==> config.mk <==
export PLATFORM = sky130hd
export DESIGN_NAME = ultrasonic_burst_pulse_generator
export DESIGN_NICKNAME = d
export VERILOG_FILES = /design/src/burst_pkg.sv /design/src/ultrasonic_burst_pulse_generator.sv
export SDC_FILE = /design/constraint.sdc
export NUM_CORES = 1
export LEC_CHECK = 0
export BUFFER_PORTS_ARGS = -buffer_cell sky130_fd_sc_hd__buf_4
export CORE_MARGIN = 2
export CORE_UTILIZATION = 50
export CTS_BUF_LIST = sky130_fd_sc_hd__clkbuf_4 sky130_fd_sc_hd__clkbuf_8
export CTS_CLUSTER_DIAMETER = 30
export DETAILED_ROUTE_END_ITERATION = 8
export PLACE_DENSITY = 0.77
export SYNTH_ARGS = -nofsm -noshare
export SYNTH_HDL_FRONTEND = slang
export SYNTH_SLANG_ARGS = --single-unit
==> constraint.sdc <==
create_clock -name pclk -period 2.1 [get_ports pclk]
set_input_delay 0.315 -clock pclk [delete_from_list [all_inputs] [get_ports pclk]]
set_output_delay 0.315 -clock pclk [all_outputs]
set_load 0.005 [all_outputs]
==> src/burst_pkg.sv <==
// Constants, register map and types shared by the burst pulse generator
package burst_pkg;

    // Register byte offsets on the APB bus
    localparam logic [7:0] OFS_MODE = 8'h00;
    localparam logic [7:0] OFS_START = 8'h04;
    localparam logic [7:0] OFS_CFG_A = 8'h08;
    localparam logic [7:0] OFS_CFG_B = 8'h0c;
    localparam logic [7:0] OFS_GAP = 8'h10;
    localparam logic [7:0] OFS_STATUS = 8'h14;

    // Field widths
    localparam int PULSE_W = 6;
    localparam int TIME_W = 11;
    localparam int GAP_W = 8;
    localparam int NUM_CH = 2;

    // Field positions inside the generator configuration word
    localparam int CFG_PULSE_LSB = 0;
    localparam int CFG_ON_LSB = 8;
    localparam int CFG_OFF_LSB = 20;

    // Field positions inside the status word
    localparam int ST_BUSY_LSB = 0;
    localparam int ST_OUT_LSB = 2;
    localparam int ST_LEFT_A_LSB = 8;
    localparam int ST_LEFT_B_LSB = 16;

    // Drive mode codes
    typedef enum logic [2:0] {
        MODE_PUSH_PULL = 3'b000,
        MODE_GEN_A_CPU_B = 3'b001,
        MODE_CPU_A_GEN_B = 3'b010,
        MODE_GEN_BOTH = 3'b011,
        MODE_CPU_BOTH = 3'b100,
        MODE_RSVD_5 = 3'b101,
        MODE_RSVD_6 = 3'b110,
        MODE_RSVD_7 = 3'b111
    } burst_mode_e;

    // Per-pulse phase sequencer states
    typedef enum logic [2:0] {
        GEN_IDLE = 3'b000,
        GEN_ON = 3'b001,
        GEN_GAP1 = 3'b010,
        GEN_OFF = 3'b011,
        GEN_GAP2 = 3'b100
    } gen_state_e;

    // One generator's burst settings
    typedef struct packed {
        logic [PULSE_W-1:0] pulses;
        logic [TIME_W-1:0] on_len;
        logic [TIME_W-1:0] off_len;
    } gen_cfg_s;

    // Values after reset
    localparam burst_mode_e MODE_RESET = MODE_PUSH_PULL;
    localparam gen_cfg_s CFG_RESET = '0;
    localparam logic [GAP_W-1:0] GAP_RESET = 8'h00;
    localparam logic [TIME_W-1:0] TIMER_RESET = 11'h000;
    localparam logic [PULSE_W-1:0] LEFT_RESET = 6'h00;

endpackage : burst_pkg

==> src/ultrasonic_burst_pulse_generator.sv <==
// Two-channel burst pulse generator for low-side transducer switch gates
//
// Notes on behaviour
// - Mode 000: push-pull pair, channel A timing, dead gap
// - Mode 010: A from port bit0, B generator
// - Mode 011: both outputs from their own generators
// - Mode 100: both outputs from processor port bits
// - Writing start bit one launches that channel's burst if its generator drives an output in the current mode, is idle and has a nonzero pulse count
// - Burst emits programmed pulse count, 0 to 63
// - On and off phases timed by 11-bit counts
// - Port modes: A mirrors bit0, B mirrors bit1
//
// The APB slave port and the register addresses were chosen for this implementation.
`timescale 1ns/1ps
`default_nettype none

module ultrasonic_burst_pulse_generator (
    input wire logic pclk,
    input wire logic presetn,
    input wire logic clk_en,
    input wire logic psel,
    input wire logic penable,
    input wire logic pwrite,
    input wire logic [7:0] paddr,
    input wire logic [31:0] pwdata,
    output logic [31:0] prdata,
    output logic pready,
    output logic pslverr,
    input wire logic cpu_port2_bit0,
    input wire logic cpu_port2_bit1,
    output logic gate_output_a,
    output logic gate_output_b
);

    burst_pkg::burst_mode_e mode;
    burst_pkg::gen_cfg_s cfg [burst_pkg::NUM_CH];
    logic [burst_pkg::GAP_W-1:0] gap_interval_count;
    burst_pkg::gen_state_e state [burst_pkg::NUM_CH];
    logic [burst_pkg::TIME_W-1:0] timer [burst_pkg::NUM_CH];
    logic [burst_pkg::PULSE_W-1:0] left [burst_pkg::NUM_CH];
    logic [burst_pkg::NUM_CH-1:0] pp_run;
    logic [burst_pkg::NUM_CH-1:0] gen_on;
    logic [burst_pkg::NUM_CH-1:0] gen_alt;
    logic [burst_pkg::NUM_CH-1:0] busy;
    logic [burst_pkg::NUM_CH-1:0] gen_drive;
    logic [burst_pkg::NUM_CH-1:0] start_ok;
    logic loaded;
    logic addr_hit;
    logic wr_fire;
    logic [31:0] rd_val;

    // Last tick of a phase; a zero count still lasts one cycle
    function automatic logic [burst_pkg::TIME_W-1:0] last_tick(
        input logic [burst_pkg::TIME_W-1:0] len
    );
        return (len == '0) ? '0 : len - 11'h001;
    endfunction : last_tick

    // Address decode and read mux
    always_comb begin
        addr_hit = 1'b1;
        rd_val = 32'h0000_0000;
        case (paddr)
            burst_pkg::OFS_MODE: rd_val[2:0] = mode;
            burst_pkg::OFS_START: rd_val[1:0] = busy;
            burst_pkg::OFS_CFG_A: begin
                rd_val[burst_pkg::CFG_PULSE_LSB +: burst_pkg::PULSE_W] = cfg[0].pulses;
                rd_val[burst_pkg::CFG_ON_LSB +: burst_pkg::TIME_W] = cfg[0].on_len;
                rd_val[burst_pkg::CFG_OFF_LSB +: burst_pkg::TIME_W] = cfg[0].off_len;
            end
            burst_pkg::OFS_CFG_B: begin
                rd_val[burst_pkg::CFG_PULSE_LSB +: burst_pkg::PULSE_W] = cfg[1].pulses;
                rd_val[burst_pkg::CFG_ON_LSB +: burst_pkg::TIME_W] = cfg[1].on_len;
                rd_val[burst_pkg::CFG_OFF_LSB +: burst_pkg::TIME_W] = cfg[1].off_len;
            end
            burst_pkg::OFS_GAP: rd_val[burst_pkg::GAP_W-1:0] = gap_interval_count;
            burst_pkg::OFS_STATUS: begin
                rd_val[burst_pkg::ST_BUSY_LSB +: 2] = busy;
                rd_val[burst_pkg::ST_OUT_LSB +: 2] = {gate_output_b, gate_output_a};
                rd_val[burst_pkg::ST_LEFT_A_LSB +: burst_pkg::PULSE_W] = left[0];
                rd_val[burst_pkg::ST_LEFT_B_LSB +: burst_pkg::PULSE_W] = left[1];
            end
            default: addr_hit = 1'b0;
        endcase
    end

    // Read data is captured one cycle ahead, so the access needs no wait state while clk_en is high
    always_ff @(posedge pclk or negedge presetn) begin
        if (!presetn) begin
            prdata <= 32'h0000_0000;
            loaded <= 1'b0;
        end else if (clk_en) begin
            if (psel && !(penable && loaded)) begin
                prdata <= rd_val;
                loaded <= 1'b1;
            end else begin
                loaded <= 1'b0;
            end
        end
    end

    // A frozen clock enable also holds off bus completion
    assign pready = clk_en && loaded;
    assign pslverr = pready && !addr_hit;
    assign wr_fire = psel && penable && pwrite && pready && addr_hit;

    // Configuration registers
    always_ff @(posedge pclk or negedge presetn) begin
        if (!presetn) begin
            mode <= burst_pkg::MODE_RESET;
            cfg[0] <= burst_pkg::CFG_RESET;
            cfg[1] <= burst_pkg::CFG_RESET;
            gap_interval_count <= burst_pkg::GAP_RESET;
        end else if (wr_fire) begin
            case (paddr)
                burst_pkg::OFS_MODE: mode <= burst_pkg::burst_mode_e'(pwdata[2:0]);
                burst_pkg::OFS_CFG_A: cfg[0] <= '{
                    pulses: pwdata[burst_pkg::CFG_PULSE_LSB +: burst_pkg::PULSE_W],
                    on_len: pwdata[burst_pkg::CFG_ON_LSB +: burst_pkg::TIME_W],
                    off_len: pwdata[burst_pkg::CFG_OFF_LSB +: burst_pkg::TIME_W]};
                burst_pkg::OFS_CFG_B: cfg[1] <= '{
                    pulses: pwdata[burst_pkg::CFG_PULSE_LSB +: burst_pkg::PULSE_W],
                    on_len: pwdata[burst_pkg::CFG_ON_LSB +: burst_pkg::TIME_W],
                    off_len: pwdata[burst_pkg::CFG_OFF_LSB +: burst_pkg::TIME_W]};
                burst_pkg::OFS_GAP: gap_interval_count <= pwdata[burst_pkg::GAP_W-1:0];
                default: ;
            endcase
        end
    end

    // Which generators own an output in the current mode
    assign gen_drive[0] = (mode == burst_pkg::MODE_PUSH_PULL)
        || (mode == burst_pkg::MODE_GEN_A_CPU_B) || (mode == burst_pkg::MODE_GEN_BOTH);
    assign gen_drive[1] = (mode == burst_pkg::MODE_CPU_A_GEN_B)
        || (mode == burst_pkg::MODE_GEN_BOTH);

    // Start strobes; a start to a port-driven channel is dropped
    assign start_ok = (wr_fire && paddr == burst_pkg::OFS_START)
        ? (pwdata[1:0] & gen_drive) : 2'b00;

    // Per-channel burst sequencer
    generate
        for (genvar ch = 0; ch < burst_pkg::NUM_CH; ch++) begin : g_gen
            logic [burst_pkg::TIME_W-1:0] gap_len;
            logic [burst_pkg::TIME_W-1:0] on_run;
            logic [burst_pkg::PULSE_W-1:0] emitted;
            logic [burst_pkg::PULSE_W-1:0] goal;

            assign gap_len = {3'b000, gap_interval_count};
            assign gen_on[ch] = (state[ch] == burst_pkg::GEN_ON);
            assign gen_alt[ch] = (state[ch] == burst_pkg::GEN_OFF) && pp_run[ch];
            assign busy[ch] = (state[ch] != burst_pkg::GEN_IDLE);

            // Phase walk: on, optional gap, off, optional gap, next pulse
            always_ff @(posedge pclk or negedge presetn) begin
                if (!presetn) begin
                    state[ch] <= burst_pkg::GEN_IDLE;
                    timer[ch] <= burst_pkg::TIMER_RESET;
                    left[ch] <= burst_pkg::LEFT_RESET;
                    pp_run[ch] <= 1'b0;
                end else if (clk_en) begin
                    case (state[ch])
                        burst_pkg::GEN_IDLE: begin
                            if (start_ok[ch] && cfg[ch].pulses != '0) begin
                                state[ch] <= burst_pkg::GEN_ON;
                                timer[ch] <= last_tick(cfg[ch].on_len);
                                left[ch] <= cfg[ch].pulses;
                                pp_run[ch] <= (ch == 0) && (mode == burst_pkg::MODE_PUSH_PULL);
                            end
                        end
                        burst_pkg::GEN_ON: begin
                            if (timer[ch] != '0) begin
                                timer[ch] <= timer[ch] - 11'h001;
                            end else if (pp_run[ch]) begin
                                state[ch] <= burst_pkg::GEN_GAP1;
                                timer[ch] <= last_tick(gap_len);
                            end else begin
                                state[ch] <= burst_pkg::GEN_OFF;
                                timer[ch] <= last_tick(cfg[ch].off_len);
                            end
                        end
                        burst_pkg::GEN_GAP1: begin
                            if (timer[ch] != '0) begin
                                timer[ch] <= timer[ch] - 11'h001;
                            end else begin
                                state[ch] <= burst_pkg::GEN_OFF;
                                timer[ch] <= last_tick(cfg[ch].off_len);
                            end
                        end
                        burst_pkg::GEN_OFF: begin
                            if (timer[ch] != '0) begin
                                timer[ch] <= timer[ch] - 11'h001;
                            end else if (left[ch] == 6'h01) begin
                                state[ch] <= burst_pkg::GEN_IDLE;
                                left[ch] <= burst_pkg::LEFT_RESET;
                                pp_run[ch] <= 1'b0;
                            end else begin
                                left[ch] <= left[ch] - 6'h01;
                                state[ch] <= pp_run[ch] ? burst_pkg::GEN_GAP2 : burst_pkg::GEN_ON;
                                timer[ch] <= pp_run[ch] ? last_tick(gap_len)
                                                        : last_tick(cfg[ch].on_len);
                            end
                        end
                        burst_pkg::GEN_GAP2: begin
                            if (timer[ch] != '0) begin
                                timer[ch] <= timer[ch] - 11'h001;
                            end else begin
                                state[ch] <= burst_pkg::GEN_ON;
                                timer[ch] <= last_tick(cfg[ch].on_len);
                            end
                        end
                        default: state[ch] <= burst_pkg::GEN_IDLE;
                    endcase
                end
            end

            // Checker-only counters: on-phase length and pulses per burst
            always_ff @(posedge pclk or negedge presetn) begin
                if (!presetn) begin
                    on_run <= 11'h000;
                    emitted <= 6'h00;
                    goal <= 6'h00;
                end else if (clk_en) begin
                    on_run <= gen_on[ch] && timer[ch] != '0 ? on_run + 11'h001 : 11'h000;
                    if (state[ch] == burst_pkg::GEN_IDLE) begin
                        emitted <= 6'h00;
                        goal <= cfg[ch].pulses;
                    end else if (gen_on[ch] && timer[ch] == '0) begin
                        emitted <= emitted + 6'h01;
                    end
                end
            end

        end
    endgenerate

    // Output routing per mode; reserved codes keep both switches off
    always_ff @(posedge pclk or negedge presetn) begin
        if (!presetn) begin
            gate_output_a <= 1'b0;
            gate_output_b <= 1'b0;
        end else if (clk_en) begin
            case (mode)
                burst_pkg::MODE_PUSH_PULL: begin
                    gate_output_a <= gen_on[0];
                    gate_output_b <= gen_alt[0];
                end
                burst_pkg::MODE_GEN_A_CPU_B: begin
                    gate_output_a <= gen_on[0];
                    gate_output_b <= cpu_port2_bit1;
                end
                burst_pkg::MODE_CPU_A_GEN_B: begin
                    gate_output_a <= cpu_port2_bit0;
                    gate_output_b <= gen_on[1];
                end
                burst_pkg::MODE_GEN_BOTH: begin
                    gate_output_a <= gen_on[0];
                    gate_output_b <= gen_on[1];
                end
                burst_pkg::MODE_CPU_BOTH: begin
                    gate_output_a <= cpu_port2_bit0;
                    gate_output_b <= cpu_port2_bit1;
                end
                default: begin
                    gate_output_a <= 1'b0;
                    gate_output_b <= 1'b0;
                end
            endcase
        end
    end
endmodule : ultrasonic_burst_pulse_generator
`default_nettype wire

# Word level (Yosys, flattened, before mapping)

Cells that the tools add are included.

Register bits after elaboration: 143
Bits of input ports: 48
Output and inout bits: 36

Add/sub/neg operators: 9
Eq/ne operators: 33
Mux-type cells: 73
Bitwise logic cells: 1
Reductions and logical operators: 55

Operators by type and width:

| operator              | count |
|---|---|
| $mux 11               | 21 |
| $pmux 11 s5           | 2 |
| $sub 11x1->11 const B | 6 |
| $logic_not 11->1      | 5 |
| $mux 3                | 14 |
| $mux 6                | 6 |
| $pmux 3 s5            | 2 |
| $pmux 6 s2            | 2 |
| $reduce_bool 11->1    | 2 |
| $ne 2x2->1 const B    | 10 |
| $eq 3x2->1 const B    | 6 |
| $pmux 6 s3            | 1 |
| $pmux 9 s2            | 1 |
| $eq 8x4->1 const B    | 2 |
| $eq 8x5->1 const B    | 2 |
| $reduce_and 4->1      | 4 |
| $eq 6x1->1 const B    | 2 |
| $logic_and 1x1->1     | 12 |
| $pmux 2 s3            | 2 |
| $reduce_and 6->1      | 2 |
| $reduce_bool 6->1     | 2 |
| $sub 6x1->6 const B   | 2 |
| $mux 1                | 11 |
| $pmux 2 s5            | 1 |
| 27 further kinds      | 51 |

# Depth between registers and ports, before layout

Depth in word-level cells: 9
Mapped depth: 10

# Worst setup path before layout

Ideal clock, no wire load.

Path kind: register to register
Start point: register timer[0] (netlist bit)
End point: register timer[4] (netlist bit)
Library setup time: 0.121 ns
Arrival: 2.088 ns
Data required time: 1.979 ns
Slack: -0.109 ns
Stages on the path, launching flop included: 10
Buffers on the path: 1
Period minus slack after synthesis: 2.209 ns
Path through: dfrtp_1 inv_1 ha_1 nor4b_2 nand3_2 buf_2 a311o_1 a21oi_2 o22ai_1 a22o_1

Cells in the longest elaborated chain, start to end: 3

Ends and longest elaborated chain:

| element                                                    | line                                    | RTL |
|---|---|---|
| start, declared                                            | ultrasonic_burst_pulse_generator.sv:39  | `logic [burst_pkg::TIME_W-1:0] timer [burst_pkg::NUM_CH];` |
| start signal, assigned by index                            | ultrasonic_burst_pulse_generator.sv:158 | `timer[ch] <= burst_pkg::TIMER_RESET;` |
| start signal, assigned by index                            | ultrasonic_burst_pulse_generator.sv:166 | `timer[ch] <= last_tick(cfg[ch].on_len);` |
| start signal, assigned by index                            | ultrasonic_burst_pulse_generator.sv:173 | `timer[ch] <= timer[ch] - 11'h001;` |
| $sub 11x1->11 / $reduce_bool 11->1 (equally long branches) | n/a                                     |  |
| $mux 11 (tied with other cells)                            | ultrasonic_burst_pulse_generator.sv:205 | `if (timer[ch] != '0) begin` |
| $pmux 11 s5 / $reduce_and 4->1 (equally long branches)     | n/a                                     |  |

Several ways; a longest one is shown, not always the timed one.
A chain may end at the register's enable or synchronous reset.

# Worst setup path after layout

Start point: register cfg[4] (netlist bit)
End point: register timer[8] (netlist bit)

Cells in the longest elaborated chain, start to end: 5

Ends and longest elaborated chain:

| element                                                  | line                                    | RTL |
|---|---|---|
| start, declared                                          | ultrasonic_burst_pulse_generator.sv:36  | `burst_pkg::gen_cfg_s cfg [burst_pkg::NUM_CH];` |
| $sub 11x1->11 / $logic_not 11->1 (equally long branches) | ultrasonic_burst_pulse_generator.sv:56  | `return (len == '0) ? '0 : len - 11'h001;` |
| $mux 11 (*)                                              | ultrasonic_burst_pulse_generator.sv:56  |  |
| $mux 11                                                  | ultrasonic_burst_pulse_generator.sv:174 | `end else if (pp_run[ch]) begin` |
| $mux 11                                                  | ultrasonic_burst_pulse_generator.sv:172 | `if (timer[ch] != '0) begin` |
| $pmux 11 s5 (*)                                          | ultrasonic_burst_pulse_generator.sv:162 | `case (state[ch])` |
| end signal, assigned by index                            | ultrasonic_burst_pulse_generator.sv:166 |  |
| end signal, assigned by index                            | ultrasonic_burst_pulse_generator.sv:173 |  |
| end signal, assigned by index                            | ultrasonic_burst_pulse_generator.sv:176 | `timer[ch] <= last_tick(gap_len);` |

Every way passes the cells marked *; elsewhere a longest branch is shown, timed or not.

==> results.json <==
{
  "required_ns": 2.46,
  "htreeDepth": 4,
  "slew_viol_final": 0,
  "vias_per_cell": 6.23,
  "clock-root-buffer": "clkbuf_8",
  "grt-ovfl-total": 0,
  "totalPowerFinal_uw": 10900,
  "use_met3_pct": 6.85,
  "finalSetupTns_ns": -0.590,
  "mappedNetlistArea_um2": 8640,
  "dp_hpwl_um": 20900,
  "synth.distinct_cells": 79,
  "cts_tree": "done",
  "row_count": 48,
  "routedWlPerCell_um": 20.8,
  "multi_input_area_um2": 5260,
  "fmax_mhz": 458,
  "cp-start-kind": "flop",
  "critPathKind": "reg -> reg",
  "fin_crit_sh_pct": 104,
  "relSlewSlack_pct": 59.3,
  "final_net_count": 1243,
  "synth_cells": 947,
  "place_congestion": 0.971,
  "firstDrtPassIters": 8,
  "finClkSkew_ns": 0.0149,
  "cts_buffer_depth": 2,
  "drc_errors": 0,
  "die_w_um": 135,
  "drv_cap": 0,
  "numClockSinks": 141,
  "fillers": 1270,
  "static-leakage-power_uw": 0.00533,
  "fin_util_pct": 68.8,
  "busiest_layer": "met2",
  "setup_violations": 16,
  "critical_path.max_fanout": 2,
  "start_util_pct": 50.5,
  "area.sequential_um2": 3530,
  "whs_ns": 0.0667,
  "ir_worst_vdd_v": 0.000806,
  "use_met1_pct": 42.1,
  "synth_edf_count": 0,
  "synthArstFlopShare_pct": 100,
  "drive_gt1_share_pct": 34.6,
  "status": "finished with violations",
  "io_pins": 84,
  "clk_pin_slew_ns": 0.09,
  "dieArea_um2": 18300,
  "grt_pass1_vias": 8396,
  "fin_ws_ns": -0.0828,
  "hold_violations": 0,
  "antennaDiodeCount": 0,
  "powerDensity_nw_per_um2": 926,
  "synthFlopType": "dfrtp_1",
  "num_vias": 8819,
  "antenna_found_initial": 1,
  "worst_pin_slew_ns": 0.605,
  "postRouteWirelength_um": 29400,
  "cp-end-kind": "flop",
  "grt_pass1_wl_um": 45100,
  "hold_path_class": "in -> reg",
  "violations": "negative setup slack",
  "yosysWarnings": 0,
  "gr-usage-met2_pct": 50.6,
  "clk_latency_ns": 0.47,
  "numCtsBuffers": 17,
  "coreArea_um2": 17100,
  "port_buffers": 80,
  "area_delta_synth_final_pct": 36.3,
  "ys_seq_area_share_pct": 40.8,
  "arrival_ns": 2.54,
  "syn-num-nets": 1013,
  "grt_max_degree": 55,
  "ant_nets": 0,
  "syn_area_per_cell_um2": 9.12,
  "drtIter0Drc": 895,
  "ys_ff_latch": 141,
  "layout_min_cycle_time_ns": 2.18,
  "grt_use_total_pct": 32.0,
  "fp.dieH_um": 135,
  "rsz0062_at_grt": "true"
}
[registers in the layout, summed over array words and instances (netlist names)]
name                cells
cfg                    56
gap_interval_count      8
gate_output_a           1
gate_output_b           1
left                   12
loaded                  1
mode                    3
pp_run                  1
prdata                 31
state                   5
timer                  22
[cell usage in the layout (no fill, tap or decap), types with 5 or more instances in the layout]
cell        instances
buf_12              9
nand2b_1            9
or2_2               5
mux2_2             17
a222oi_1           13
nor4_1             11
mux2_1             36
xnor2_1            16
or4_4               5
xor2_1              8
mux2i_1            12
nor2_1             94
or3_1               8
o21ai_1            20
a31oi_1            18
inv_2               6
nor2b_1            10
nand3_1            19
a22o_1              5
o21ai_0            53
a21oi_1            44
o22ai_1             7
dfrtp_1           141
inv_1              29
clkbuf_8           21
a211oi_1            9
nand2_1            80
nor3_1             24
clkinvlp_4          5
a221oi_1           15
or4b_4              5
buf_4             243
o21a_1              6
nor4_4              5
ha_1               12
o21ai_2             8
and3_1              6
buf_6              10
[report_power, final]
group          total (uW)  internal [uW]  leakage (uW)  switching [uW]
logic                5270           2470       0.00335            2810
clock network        2140            970      0.000178            1170
registers            3490           3060       0.00181             422
[cell families (layout without fill, tap and decap cells)]
logic type	after synthesis	after routing	synth area share [%]
buffers and inverters	91	334	4.37
adders and majority gates	18	18	2.61
AOI/OAI and AO/OA	261	261	19.9
other	1	1	0.0434
and+or+nand+nor	342	342	21.0
DFF	141	141	40.8
muxes	69	69	8.78
xor gates and xnor gates	24	24	2.43
[layer usage]
metal | vias to the layer above | routed length [um]
met3 | 124 | 2380
met2 | 462 | 13800
met4 | 2 | 1490
met5 | - | 13
met1 | 4252 | 11800
li1 | 3979 | -
[Yosys cell counts, drive strengths merged (12+ instances only)]
cell	number	share of area (%)
a21oi	50	3.0
a221oi	16	1.6
a222oi	13	1.5
a31oi	20	1.4
buf	26	1.5
clkbuf	29	1.3
dfrtp	141	41
ha	18	2.6
inv	35	1.5
mux2	54	7.0
mux2i	15	1.7
nand2	82	3.6
nand3	20	1.2
nor2	99	4.3
nor2b	12	0.87
nor3	30	1.8
nor4	18	1.8
o21ai	81	4.8
xnor2	16	1.6
[layout make-up]
cell class | instances | share of cell area [%]
repair buffers | 266 | 18.6
well taps | 225 | 2.39
clock inverters | 10 | 0.691
inverters | 36 | 1.15
multi-input cells | 715 | 44.7
clock buffers | 22 | 2.52
flip-flops and latches | 141 | 30.0
[path summary, 6_finish.rpt]
check | from | endpoint | slack [ns] | cells after the start
hold / removal | pwdata[30] | cfg[10] | 0.07 | 2
setup reg to reg | cfg[4] | timer[8] | -0.08 | 6
hold reg to reg | prdata[18] | prdata[18] | 0.48 | 2
setup / recovery | cfg[4] | timer[8] | -0.08 | 6
max in group asynchronous | presetn | prdata[18] | 1.04 | 3
min in group asynchronous | presetn | left[4] | 0.38 | 2
[metrics by stage]
| step | worst slack [ns] | instances | instance area [um^2] |
|---|---|---|---|
| after detailed placement | -0.211 | 1365 | 10700 |
| after global routing | -0.163 | 1415 | 11800 |
| after floorplan | -0.00497 | 947 | 8680 |
| final | -0.0828 | 1415 | 11800 |
| after global placement | -0.170 | 1365 | 10700 |
| after CTS | -0.0973 | 1408 | 11400 |
[critical path, stage by stage, from the launching register on]
cell      delay, ns
dfrtp_1        0.40
or4_4          0.58
nor3_4         0.14
mux2_4         0.34
a221oi_2       0.29
nor4b_1        0.09
a211o_1        0.24
[timing repair]
action                     CTS  global route
hold endpoints to repair    51             0
buffers inserted            12             5
setup endpoints to repair   27            37
hold buffers                 1             0
cloned                       0             2
resized for setup           53            62
pin swaps                   17            38
Note: power is estimated with default switching activity, not from simulation.
